===== src/design/cmpdc_pkg.sv =====
// Package: register map, field positions and shared types for the comparator control block
package cmpdc_pkg;
  // AXI4-Lite register byte addresses
  localparam logic [3:0] ADDR_CTRL_A = 4'h0;
  localparam logic [3:0] ADDR_CTRL_B = 4'h4;
  localparam logic [3:0] ADDR_MIRROR = 4'h8;
  localparam logic [3:0] ADDR_IRQ = 4'hC;
  // control_reg_a fields
  localparam int A_SYNC = 0;
  localparam int A_HYS = 1;
  localparam int A_SPEED = 2;
  localparam int A_INV = 4;
  localparam int A_OE = 5;
  localparam int A_RESULT = 6;
  localparam int A_ON = 7;
  // control_reg_b fields
  localparam int B_MINUS_LO = 0;
  localparam int B_PLUS_LO = 4;
  localparam int B_FALL = 6;
  localparam int B_RISE = 7;
  // irq register fields
  localparam int I_FLAG = 0;
  localparam int I_EN = 1;
  // Reset values and AXI response codes
  localparam logic [7:0] CTRL_A_RST = 8'h04;
  localparam logic [7:0] CTRL_B_RST = 8'h00;
  localparam logic [1:0] RESP_OKAY = 2'h0;
  localparam logic [1:0] RESP_SLVERR = 2'h2;

  typedef enum logic [2:0] {
    CMPDC_IDLE = 3'b001,
    CMPDC_WRESP = 3'b010,
    CMPDC_RRESP = 3'b100
  } cmpdc_bus_t;

  typedef struct packed {
    logic on;
    logic oe;
    logic inv;
    logic speed;
    logic hys;
    logic sync;
    logic riseEn;
    logic fallEn;
    logic [1:0] plusSel;
    logic [1:0] minusSel;
    logic irqEn;
  } cmpdc_cfg_t;

  typedef struct packed {
    cmpdc_bus_t bus;
    logic awTaken;
    logic wTaken;
    logic [3:0] awAddr;
    logic [31:0] wData;
    logic [3:0] wStrb;
    logic [31:0] rData;
    logic [1:0] resp;
    cmpdc_cfg_t cfg;
    logic rawCap;
    logic result;
    logic resultPrev;
    logic irqFlag;
    logic tclkPrev;
    logic syncOut;
  } cmpdc_state_t;
endpackage


===== src/design/cmpdc_comparator_ctrl.sv =====
// Digital control around one analog comparator, reached over AXI4-Lite
//
// Functional notes
// - Raw result is low when plus input below minus input, high when above.
// - comparator_on enables the comparator; cleared means disabled, lowest power.
// - Result readable as result_bit and as mirrored_result.
// - Pin driven only with pin_output_enable, pin direction output, comparator_on.
// - pin_output_enable overrides the port latch regardless of comparator_on.
// - Internal result captured each cycle; pin path unregistered unless synced.
// - invert_output flips result_bit relative to raw compare.
// - speed_select resets to one (normal); zero selects low power.
// - hysteresis_enable adds hysteresis to comparator inputs.
// - With timer_sync_enable, result captured on gate timer clock falling edge.
// - Capture uses post-prescaler timer clock; timer counts on rising edges.
// - Result offered to gate timer as a gate source.
// - Rising and falling detectors set compare_irq_flag when enabled.
// - Flag cleared only by software write; concurrent edge keeps it set.
// - plus_input_select picks pin, DAC, fixed reference or ground.
// - minus_input_select picks one of four pins.
// - With comparator_on zero all input connections disabled.
// - Toggling invert_output or comparator_on while off can raise the flag.
// - Result available to capture/PWM auto-shutdown logic.
`timescale 1ns/10ps
module cmpdc_comparator_ctrl (
  // Clock and reset
  input wire logic clk,
  input wire logic nrst,
  // AXI4-Lite write address and data
  input wire logic awvalid,
  output logic awready,
  input wire logic [3:0] awaddr,
  input wire logic [2:0] awprot,
  input wire logic wvalid,
  output logic wready,
  input wire logic [31:0] wdata,
  input wire logic [3:0] wstrb,
  // AXI4-Lite write response
  output logic bvalid,
  input wire logic bready,
  output logic [1:0] bresp,
  // AXI4-Lite read
  input wire logic arvalid,
  output logic arready,
  input wire logic [3:0] araddr,
  input wire logic [2:0] arprot,
  output logic rvalid,
  input wire logic rready,
  output logic [31:0] rdata,
  output logic [1:0] rresp,
  // Analog core
  input wire logic cmpRaw,
  output logic analogEnable,
  output logic lowPowerMode,
  output logic hystEnable,
  output logic plusConnect,
  output logic [1:0] plusSelect,
  output logic minusConnect,
  output logic [1:0] minusSelect,
  // Gate timer, post-prescaler clock sampled as a level
  input wire logic timerClk,
  output logic gateSource,
  // Pin and shutdown
  input wire logic pinDirection,
  input wire logic portLatch,
  output logic pinOut,
  output logic pinOe,
  output logic shutdownSource,
  // Interrupt flag for the system interrupt logic
  output logic irqFlag,
  output logic irqRequest
);
  cmpdc_pkg::cmpdc_state_t s_q, s_d;
  logic polarised;
  logic riseDet, fallDet, setFlag, clrFlag, tclkFall, pathOut;
  logic wrCommit;

  function automatic logic [31:0] merge(input logic [31:0] old, input logic [31:0] nw, input logic [3:0] strb);
    merge = old;
    if (strb[0]) begin
      merge[7:0] = nw[7:0];
    end
  endfunction

  // True for the four register words only; reads and writes refuse the same addresses
  function automatic logic mapped(input logic [3:0] a);
    mapped = (a == cmpdc_pkg::ADDR_CTRL_A) || (a == cmpdc_pkg::ADDR_CTRL_B) ||
      (a == cmpdc_pkg::ADDR_MIRROR) || (a == cmpdc_pkg::ADDR_IRQ);
  endfunction

  function automatic logic [7:0] packA(input cmpdc_pkg::cmpdc_cfg_t c, input logic r);
    packA = 8'h00;
    packA[cmpdc_pkg::A_ON] = c.on;
    packA[cmpdc_pkg::A_RESULT] = r;
    packA[cmpdc_pkg::A_OE] = c.oe;
    packA[cmpdc_pkg::A_INV] = c.inv;
    packA[cmpdc_pkg::A_SPEED] = c.speed;
    packA[cmpdc_pkg::A_HYS] = c.hys;
    packA[cmpdc_pkg::A_SYNC] = c.sync;
  endfunction

  function automatic logic [7:0] packB(input cmpdc_pkg::cmpdc_cfg_t c);
    packB = 8'h00;
    packB[cmpdc_pkg::B_RISE] = c.riseEn;
    packB[cmpdc_pkg::B_FALL] = c.fallEn;
    packB[cmpdc_pkg::B_PLUS_LO +: 2] = c.plusSel;
    packB[cmpdc_pkg::B_MINUS_LO +: 2] = c.minusSel;
  endfunction

  // Disabled core reads low; polarity still applies so toggles give edges
  assign polarised = (s_q.cfg.on & s_q.rawCap) ^ s_q.cfg.inv;
  assign riseDet = s_q.result & ~s_q.resultPrev;
  assign fallDet = ~s_q.result & s_q.resultPrev;
  assign setFlag = (riseDet & s_q.cfg.riseEn) | (fallDet & s_q.cfg.fallEn);
  assign tclkFall = s_q.tclkPrev & ~timerClk;
  // Pin path stays combinational unless sync mode needs the latch
  assign pathOut = s_q.cfg.sync ? s_q.syncOut : polarised;

  assign awready = (s_q.bus == cmpdc_pkg::CMPDC_IDLE) && !s_q.awTaken;
  assign wready = (s_q.bus == cmpdc_pkg::CMPDC_IDLE) && !s_q.wTaken;
  assign arready = (s_q.bus == cmpdc_pkg::CMPDC_IDLE) && !s_q.awTaken && !s_q.wTaken;
  assign bvalid = s_q.bus == cmpdc_pkg::CMPDC_WRESP;
  assign rvalid = s_q.bus == cmpdc_pkg::CMPDC_RRESP;
  assign bresp = s_q.resp;
  assign rresp = s_q.resp;
  assign rdata = s_q.rData;

  assign analogEnable = s_q.cfg.on;
  assign lowPowerMode = ~s_q.cfg.speed;
  assign hystEnable = s_q.cfg.hys;
  assign plusConnect = s_q.cfg.on;
  assign minusConnect = s_q.cfg.on;
  assign plusSelect = s_q.cfg.plusSel;
  assign minusSelect = s_q.cfg.minusSel;
  assign gateSource = pathOut;
  assign shutdownSource = s_q.result;
  assign pinOe = s_q.cfg.oe & ~pinDirection & s_q.cfg.on;
  assign pinOut = s_q.cfg.oe ? pathOut : portLatch;
  assign irqFlag = s_q.irqFlag;
  assign irqRequest = s_q.irqFlag & s_q.cfg.irqEn;
  assign wrCommit = (s_q.bus == cmpdc_pkg::CMPDC_IDLE) && s_q.awTaken && s_q.wTaken;

  always_comb begin
    logic [31:0] wd;
    logic [3:0] wa;
    logic doWrite;
    wd = 32'h0;
    wa = 4'h0;
    doWrite = 1'b0;
    clrFlag = 1'b0;
    s_d = s_q;
    s_d.rawCap = cmpRaw;
    s_d.result = polarised;
    s_d.resultPrev = s_q.result;
    s_d.tclkPrev = timerClk;
    if (tclkFall) begin
      s_d.syncOut = polarised;
    end
    if (awvalid && awready) begin
      s_d.awTaken = 1'b1;
      s_d.awAddr = awaddr;
    end
    if (wvalid && wready) begin
      s_d.wTaken = 1'b1;
      s_d.wData = wdata;
      s_d.wStrb = wstrb;
    end
    case (s_q.bus)
      cmpdc_pkg::CMPDC_IDLE: begin
        if (s_q.awTaken && s_q.wTaken) begin
          doWrite = 1'b1;
          wa = s_q.awAddr;
          wd = merge(32'h0, s_q.wData, s_q.wStrb);
          s_d.awTaken = 1'b0;
          s_d.wTaken = 1'b0;
          s_d.bus = cmpdc_pkg::CMPDC_WRESP;
          s_d.resp = cmpdc_pkg::RESP_OKAY;
          if (!mapped(wa)) begin
            s_d.resp = cmpdc_pkg::RESP_SLVERR;
          end
        end else if (arvalid && arready) begin
          s_d.bus = cmpdc_pkg::CMPDC_RRESP;
          s_d.resp = mapped(araddr) ? cmpdc_pkg::RESP_OKAY : cmpdc_pkg::RESP_SLVERR;
          // Stray low address bits are refused rather than aliased onto a register
          case (araddr)
            cmpdc_pkg::ADDR_CTRL_A: s_d.rData = {24'h0, packA(s_q.cfg, s_q.result)};
            cmpdc_pkg::ADDR_CTRL_B: s_d.rData = {24'h0, packB(s_q.cfg)};
            cmpdc_pkg::ADDR_MIRROR: s_d.rData = {31'h0, s_q.result};
            cmpdc_pkg::ADDR_IRQ: s_d.rData = {30'h0, s_q.cfg.irqEn, s_q.irqFlag};
            default: s_d.rData = 32'h0;
          endcase
        end
      end
      cmpdc_pkg::CMPDC_WRESP: begin
        if (bready) begin
          s_d.bus = cmpdc_pkg::CMPDC_IDLE;
        end
      end
      cmpdc_pkg::CMPDC_RRESP: begin
        if (rready) begin
          s_d.bus = cmpdc_pkg::CMPDC_IDLE;
        end
      end
      default: s_d.bus = cmpdc_pkg::CMPDC_IDLE;
    endcase
    if (doWrite && s_q.wStrb[0]) begin
      case (wa)
        cmpdc_pkg::ADDR_CTRL_A: begin
          s_d.cfg.on = wd[cmpdc_pkg::A_ON];
          s_d.cfg.oe = wd[cmpdc_pkg::A_OE];
          s_d.cfg.inv = wd[cmpdc_pkg::A_INV];
          s_d.cfg.speed = wd[cmpdc_pkg::A_SPEED];
          s_d.cfg.hys = wd[cmpdc_pkg::A_HYS];
          s_d.cfg.sync = wd[cmpdc_pkg::A_SYNC];
        end
        cmpdc_pkg::ADDR_CTRL_B: begin
          s_d.cfg.riseEn = wd[cmpdc_pkg::B_RISE];
          s_d.cfg.fallEn = wd[cmpdc_pkg::B_FALL];
          s_d.cfg.plusSel = wd[cmpdc_pkg::B_PLUS_LO +: 2];
          s_d.cfg.minusSel = wd[cmpdc_pkg::B_MINUS_LO +: 2];
        end
        cmpdc_pkg::ADDR_IRQ: begin
          s_d.cfg.irqEn = wd[cmpdc_pkg::I_EN];
          clrFlag = ~wd[cmpdc_pkg::I_FLAG];
        end
        default: ;
      endcase
    end
    // Writing zero clears the flag, but a same-cycle edge wins
    if (setFlag) begin
      s_d.irqFlag = 1'b1;
    end else if (clrFlag) begin
      s_d.irqFlag = 1'b0;
    end
  end

  always_ff @(posedge clk) begin
    if (!nrst) begin
      s_q <= '0;
      s_q.bus <= cmpdc_pkg::CMPDC_IDLE;
      s_q.cfg.speed <= cmpdc_pkg::CTRL_A_RST[cmpdc_pkg::A_SPEED];
    end else begin
      s_q <= s_d;
    end
  end

  // Assertions
  property p_flag_set;
    @(posedge clk) disable iff (!nrst) setFlag |=> s_q.irqFlag;
  endproperty
  a_flag_set: assert property (p_flag_set) else $error("edge did not set flag");

  property p_flag_hold;
    @(posedge clk) disable iff (!nrst) s_q.irqFlag && !(s_q.bus == cmpdc_pkg::CMPDC_IDLE && s_q.awTaken && s_q.wTaken)
      |=> s_q.irqFlag;
  endproperty
  a_flag_hold: assert property (p_flag_hold) else $error("flag cleared without write");

  property p_pin_oe;
    @(posedge clk) disable iff (!nrst) pinOe |-> (s_q.cfg.on && s_q.cfg.oe && !pinDirection);
  endproperty
  a_pin_oe: assert property (p_pin_oe) else $error("pin driven illegally");

  property p_capture;
    @(posedge clk) disable iff (!nrst) s_q.cfg.on && !s_q.cfg.inv && $stable(s_q.cfg.on) && $stable(s_q.cfg.inv)
      ##1 (s_q.cfg.on && !s_q.cfg.inv) |-> s_q.result == $past(s_q.rawCap);
  endproperty
  a_capture: assert property (p_capture) else $error("result not captured");

  property p_off_inputs;
    @(posedge clk) disable iff (!nrst) !s_q.cfg.on |-> !plusConnect && !minusConnect && !analogEnable;
  endproperty
  a_off_inputs: assert property (p_off_inputs) else $error("inputs connected while off");

  property p_mirror;
    @(posedge clk) disable iff (!nrst) shutdownSource == $past(polarised);
  endproperty
  a_mirror: assert property (p_mirror) else $error("shutdown source differs");

  property p_sync_hold;
    @(posedge clk) disable iff (!nrst) s_q.cfg.sync && !tclkFall ##1 s_q.cfg.sync |-> $stable(gateSource);
  endproperty
  a_sync_hold: assert property (p_sync_hold) else $error("sync output moved off edge");

  property p_bypass;
    @(posedge clk) disable iff (!nrst) !s_q.cfg.sync |=> s_q.result == $past(gateSource);
  endproperty
  a_bypass: assert property (p_bypass) else $error("bypass path wrong");

  property p_speed_reset;
    @(posedge clk) $rose(nrst) |-> s_q.cfg.speed;
  endproperty
  a_speed_reset: assert property (p_speed_reset) else $error("speed not normal after reset");

  property p_oe_override;
    @(posedge clk) disable iff (!nrst) !s_q.cfg.oe |-> pinOut == portLatch;
  endproperty
  a_oe_override: assert property (p_oe_override) else $error("port latch not passed to pin");

  property p_pin_data;
    @(posedge clk) disable iff (!nrst) s_q.cfg.oe && !s_q.cfg.sync |=> s_q.result == $past(pinOut);
  endproperty
  a_pin_data: assert property (p_pin_data) else $error("pin does not carry result");

  property p_pin_oe_on;
    @(posedge clk) disable iff (!nrst) s_q.cfg.oe && s_q.cfg.on && !pinDirection |-> pinOe;
  endproperty
  a_pin_oe_on: assert property (p_pin_oe_on) else $error("pin not driven when allowed");

  property p_polarity;
    @(posedge clk) disable iff (!nrst) $changed(s_q.cfg.inv) && $stable(s_q.cfg.on) && $stable(s_q.rawCap)
      |=> $changed(s_q.result);
  endproperty
  a_polarity: assert property (p_polarity) else $error("polarity change did not flip result");

  property p_rise_detect;
    @(posedge clk) disable iff (!nrst) $rose(s_q.result) && s_q.cfg.riseEn |=> s_q.irqFlag;
  endproperty
  a_rise_detect: assert property (p_rise_detect) else $error("rising edge missed");

  property p_fall_detect;
    @(posedge clk) disable iff (!nrst) $fell(s_q.result) && s_q.cfg.fallEn |=> s_q.irqFlag;
  endproperty
  a_fall_detect: assert property (p_fall_detect) else $error("falling edge missed");

  property p_no_spurious;
    @(posedge clk) disable iff (!nrst) !s_q.irqFlag && $stable(s_q.result) |=> !s_q.irqFlag;
  endproperty
  a_no_spurious: assert property (p_no_spurious) else $error("flag set without an edge");

  property p_off_result;
    @(posedge clk) disable iff (!nrst) !s_q.cfg.on |=> s_q.result == $past(s_q.cfg.inv);
  endproperty
  a_off_result: assert property (p_off_result) else $error("disabled result not polarity only");

  property p_sync_capture;
    @(posedge clk) disable iff (!nrst) s_q.cfg.sync && tclkFall ##1 s_q.cfg.sync |-> gateSource == $past(polarised);
  endproperty
  a_sync_capture: assert property (p_sync_capture) else $error("falling edge capture wrong");

  property p_rise_no_capture;
    @(posedge clk) disable iff (!nrst) !s_q.tclkPrev && timerClk |=> $stable(s_q.syncOut);
  endproperty
  a_rise_no_capture: assert property (p_rise_no_capture) else $error("capture on timer rising edge");

  property p_flag_clear;
    @(posedge clk) disable iff (!nrst) wrCommit && s_q.awAddr == cmpdc_pkg::ADDR_IRQ && s_q.wStrb[0]
      && !s_q.wData[cmpdc_pkg::I_FLAG] && !setFlag |=> !s_q.irqFlag;
  endproperty
  a_flag_clear: assert property (p_flag_clear) else $error("software clear ignored");

  property p_read_mirror;
    @(posedge clk) disable iff (!nrst) arvalid && arready && araddr == cmpdc_pkg::ADDR_MIRROR
      |=> rvalid && rdata == {31'h0, $past(s_q.result)};
  endproperty
  a_read_mirror: assert property (p_read_mirror) else $error("mirror read wrong");

  property p_read_ctrl;
    @(posedge clk) disable iff (!nrst) arvalid && arready && araddr == cmpdc_pkg::ADDR_CTRL_A
      |=> rvalid && rdata[cmpdc_pkg::A_RESULT] == $past(s_q.result);
  endproperty
  a_read_ctrl: assert property (p_read_ctrl) else $error("result bit read wrong");

  property p_write_ctrl_a;
    @(posedge clk) disable iff (!nrst) wrCommit && s_q.awAddr == cmpdc_pkg::ADDR_CTRL_A && s_q.wStrb[0]
      |=> analogEnable == $past(s_q.wData[cmpdc_pkg::A_ON])
      && lowPowerMode == !$past(s_q.wData[cmpdc_pkg::A_SPEED])
      && hystEnable == $past(s_q.wData[cmpdc_pkg::A_HYS]);
  endproperty
  a_write_ctrl_a: assert property (p_write_ctrl_a) else $error("core controls not applied");

  property p_write_ctrl_b;
    @(posedge clk) disable iff (!nrst) wrCommit && s_q.awAddr == cmpdc_pkg::ADDR_CTRL_B && s_q.wStrb[0]
      |=> plusSelect == $past(s_q.wData[cmpdc_pkg::B_PLUS_LO +: 2])
      && minusSelect == $past(s_q.wData[cmpdc_pkg::B_MINUS_LO +: 2]);
  endproperty
  a_write_ctrl_b: assert property (p_write_ctrl_b) else $error("input selects not applied");
endmodule


===== config.mk =====
export PLATFORM = sky130hd
export DESIGN_NAME = cmpdc_comparator_ctrl
export DESIGN_NICKNAME = d
export VERILOG_FILES = /design/src/design/cmpdc_pkg.sv /design/src/design/cmpdc_comparator_ctrl.sv
export SDC_FILE = /design/constraint.sdc
export NUM_CORES = 1
export LEC_CHECK = 0
export BUFFER_PORTS_ARGS = -buffer_cell sky130_fd_sc_hd__buf_2
export CAP_MARGIN = 10
export CORE_UTILIZATION = 45
export DETAILED_ROUTE_END_ITERATION = 7
export HOLD_SLACK_MARGIN = 0.12
export PLACE_DENSITY_LB_ADDON = 0.12
export SYNTH_ARGS = -nofsm -noshare
export SYNTH_HDL_FRONTEND = slang
export SYNTH_SLANG_ARGS = --single-unit

===== constraint.sdc =====
create_clock -name clk -period 2.8 [get_ports clk]
set_input_delay 0 -clock clk [delete_from_list [all_inputs] [get_ports clk]]
set_output_delay 0 -clock clk [all_outputs]
set_load 0.05 [all_outputs]

==> metrics.cfg <==
[worst_hold_path]
min-delay-path-class = input pin to flip-flop

[clock_network]
cts_resized = 0
clk_latency_ns = 0.29
holdBufCountCts = 20
clock_path_buffers = 2
cts_buffers = 5
cts_sinks = 44
cts_tree = yes
clk_pin_slew_worst_paths_ns = 0.08
postCtsSetupRepairBufs = 0
root_buffer = clkbuf_8
htreeDepth = 2

[cells_and_area]
layout.cells.non_filler = 388
drive_above_1_share = 0.252
syn_to_final_growth_pct = 15.6
layout.nets = 381
post-route-util = 0.554
diodes = 0

[floorplan]
die_h_um = 73.9
start_util = 0.479
core_um2 = 4850
die_width_um = 73.9
ios = 117
dieArea_um2 = 5460
rows = 25

[critical_path]
slowest_delay_ns = 0.63
critPathMaxFanout = 14
path_delay_family = simple AND/OR/NAND/NOR gates
worst_path_max_delay_cell = or3b_2
worstPathCellList = or3b_2 > nor2_1 > o22ai_1 > dlygate4sd3_1
path_buf_inv = 1
cp.arrival_ns = 2.33
endpoint_kind = flip-flop
cp-start-kind = flip-flop
critPathKind = flip-flop to flip-flop
worst-endpoint-required_ns = 2.98

[grt]
antenna_found_initial = 0
grtUsageTotal = 0.194
grt_use_met1 = 0.276
grtUsageMet3 = 0.0370
grt-ovfl-total = 0
grt_pass1_wl_mm = 7.92
grt_pass1_vias = 1595
grt_max_degree = 32
gr-usage-met2 = 0.294
busiest_layer = met2

[timing]
finalMaxSlewViolations = 0
finalSetupTns_ns = 0
rsz0062_at_grt = false
worst_pin_slew_ns = 0.736
finalSetupViolCount = 0
maxSlewHeadroom = 0.509
skew_ns = 0.00550
fin_crit_sh = 0.766
fin_crit_ns = 2.14
hold_viol_final = 0
fmax_ghz = 0.466
fin_hold_ws_ns = 0.154

[power]
power_leakage_nw = 1.24
power_density_nw_per_um2 = 710
vdd_ir_drop_max_v = 0.000781
p_total_mw = 1.91

[run]
maxCapViolCount = 0

[synth]
ys_ff_latch = 44
yosysSeqAreaShare = 0.379
yosysUniqueCellTypes = 38
yosys_warnings = 0
syn_area_um2 = 2320
syn_avg_cell_area_um2 = 8.58
syn_inst = 271

[route]
wl_mm = 4.92
vias_per_cell = 4.86
drc = 0
drt_pass1_iterations = 4
ant_nets = 0
drt_iter0_drc = 71
route.vias.total = 1884
wl_per_cell_um = 12.7

[placement]
routabilityCongestion = 0.773
dp_hpwl_mm = 3.42
place_inst = 360
io_buffers = 55

[status]
outcome = finished, final reports clean

[cell type report]
| type | count | area (um^2) |
|---|---|---|
| tap | 67 | 83.8 |
| clock buffer | 8 | 90.1 |
| fill | 474 | 2160 |
| timing repair buffer | 76 | 483 |
| sequential | 44 | 881 |
| inverter | 6 | 22.5 |
| multi-input combinational | 187 | 1130 |
[power by group]
| part | internal [mW] | switching [mW] | leakage, nW |
|---|---|---|---|
| clock network | 0.201 | 0.204 | 0.0455 |
| logic | 0.207 | 0.506 | 0.833 |
| registers | 0.693 | 0.0972 | 0.358 |
| total | 1.10 | 0.807 | 1.24 |
[Yosys cell counts, drive strengths merged]
master	number	share of area
a211o	1	0.0038
o21ai	19	0.041
and2	4	0.011
nor4bb	1	0.0043
clkinv	1	0.0016
nor2	11	0.018
or4	2	0.0065
nor3b	3	0.012
clkbuf	11	0.018
o221a	2	0.0097
or3b	8	0.030
a21oi	25	0.054
nor2b	3	0.0081
nand2	25	0.040
conb	1	0.0016
o31ai	1	0.0032
inv	5	0.0081
buf	49	0.15
nand3b	1	0.0032
o221ai	1	0.0038
mux2i	15	0.065
a21bo	1	0.0043
mux2	5	0.024
and3b	2	0.0075
nand4	7	0.019
a311oi	1	0.0038
mux4	1	0.0097
nor3	4	0.0086
nand4bb	4	0.022
o21a	1	0.0032
o22ai	1	0.0027
dfxtp	44	0.38
nand3	10	0.022
a31oi	1	0.0027
[flip-flops by register name, summed over array words and instances, names as in the netlist]
signal,count
bresp,1
shutdownSource,1
plusSelect,2
s_q,28
rdata,7
irqFlag,1
minusSelect,2
analogEnable,1
hystEnable,1
[cell families (layout without fill, tap and decap cells)]
family          after synthesis  count (layout)  synth area share
other cells                   1              27           0.00161
mux                          21              21            0.0985
flops                        44              44             0.379
simple gates                 85              85             0.211
buf+inv                      66              90             0.178
compound gates               54              54             0.132
[cells in the final DEF (no fill, tap or decap), types with 2 or more instances in the layout]
| cell type | instances |
|---|---|
| a21oi_1 | 25 |
| or4_1 | 2 |
| o21ai_0 | 17 |
| or3b_2 | 8 |
| o221a_2 | 2 |
| nor3_1 | 4 |
| mux2_2 | 5 |
| nand2_1 | 25 |
| and3b_1 | 2 |
| nor3b_1 | 2 |
| dlygate4sd3_1 | 20 |
| nand3_1 | 10 |
| nand4bb_1 | 3 |
| dfxtp_1 | 44 |
| o21ai_1 | 2 |
| buf_2 | 55 |
| mux2i_1 | 15 |
| conb_1 | 27 |
| nor2_1 | 11 |
| nand4_1 | 7 |
| and2_1 | 4 |
| nor2b_1 | 3 |
| clkbuf_1 | 2 |
| clkbuf_8 | 6 |
| inv_1 | 5 |
[path summary, 6_finish.rpt]
path | to | slack [ns] | cells after the start | from
max | rdata[1]$_SDFFE_PN0P_ | 0.66 | 4 | s_q[95]$_SDFFE_PN1P_
min | rdata[6]$_SDFFE_PN0P_ | 0.15 | 4 | araddr[3]
max reg2reg | rdata[1]$_SDFFE_PN0P_ | 0.66 | 4 | s_q[95]$_SDFFE_PN1P_
min reg2reg | rdata[0]$_SDFFE_PN0P_ | 0.47 | 2 | rdata[0]$_SDFFE_PN0P_
[stage by stage]
| step | setup WS [ns] | instance area, um^2 |
|---|---|---|
| finish | 0.656 | 2690 |
| global route | 0.489 | 2690 |
| CTS | 0.669 | 2690 |
| detailed placement | 0.842 | 2400 |
| global placement | 0.821 | 2400 |
| floorplan | 0.486 | 2420 |
[layer usage]
| layer | up-vias | part of all wire |
|---|---|---|
| met3 | 7 | 0.043 |
| met2 | 65 | 0.45 |
| met5 | - | 0 |
| li1 | 970 | - |
| met1 | 842 | 0.50 |
| met4 | 0 | 0.013 |
[worst reg2reg max path, cell delays in order (launching register included)]
cell,delay (ns)
dfxtp_1,0.49
or3b_2,0.63
nor2_1,0.26
o22ai_1,0.10
dlygate4sd3_1,0.56
No activity file was read; power rests on OpenSTA's default activity.
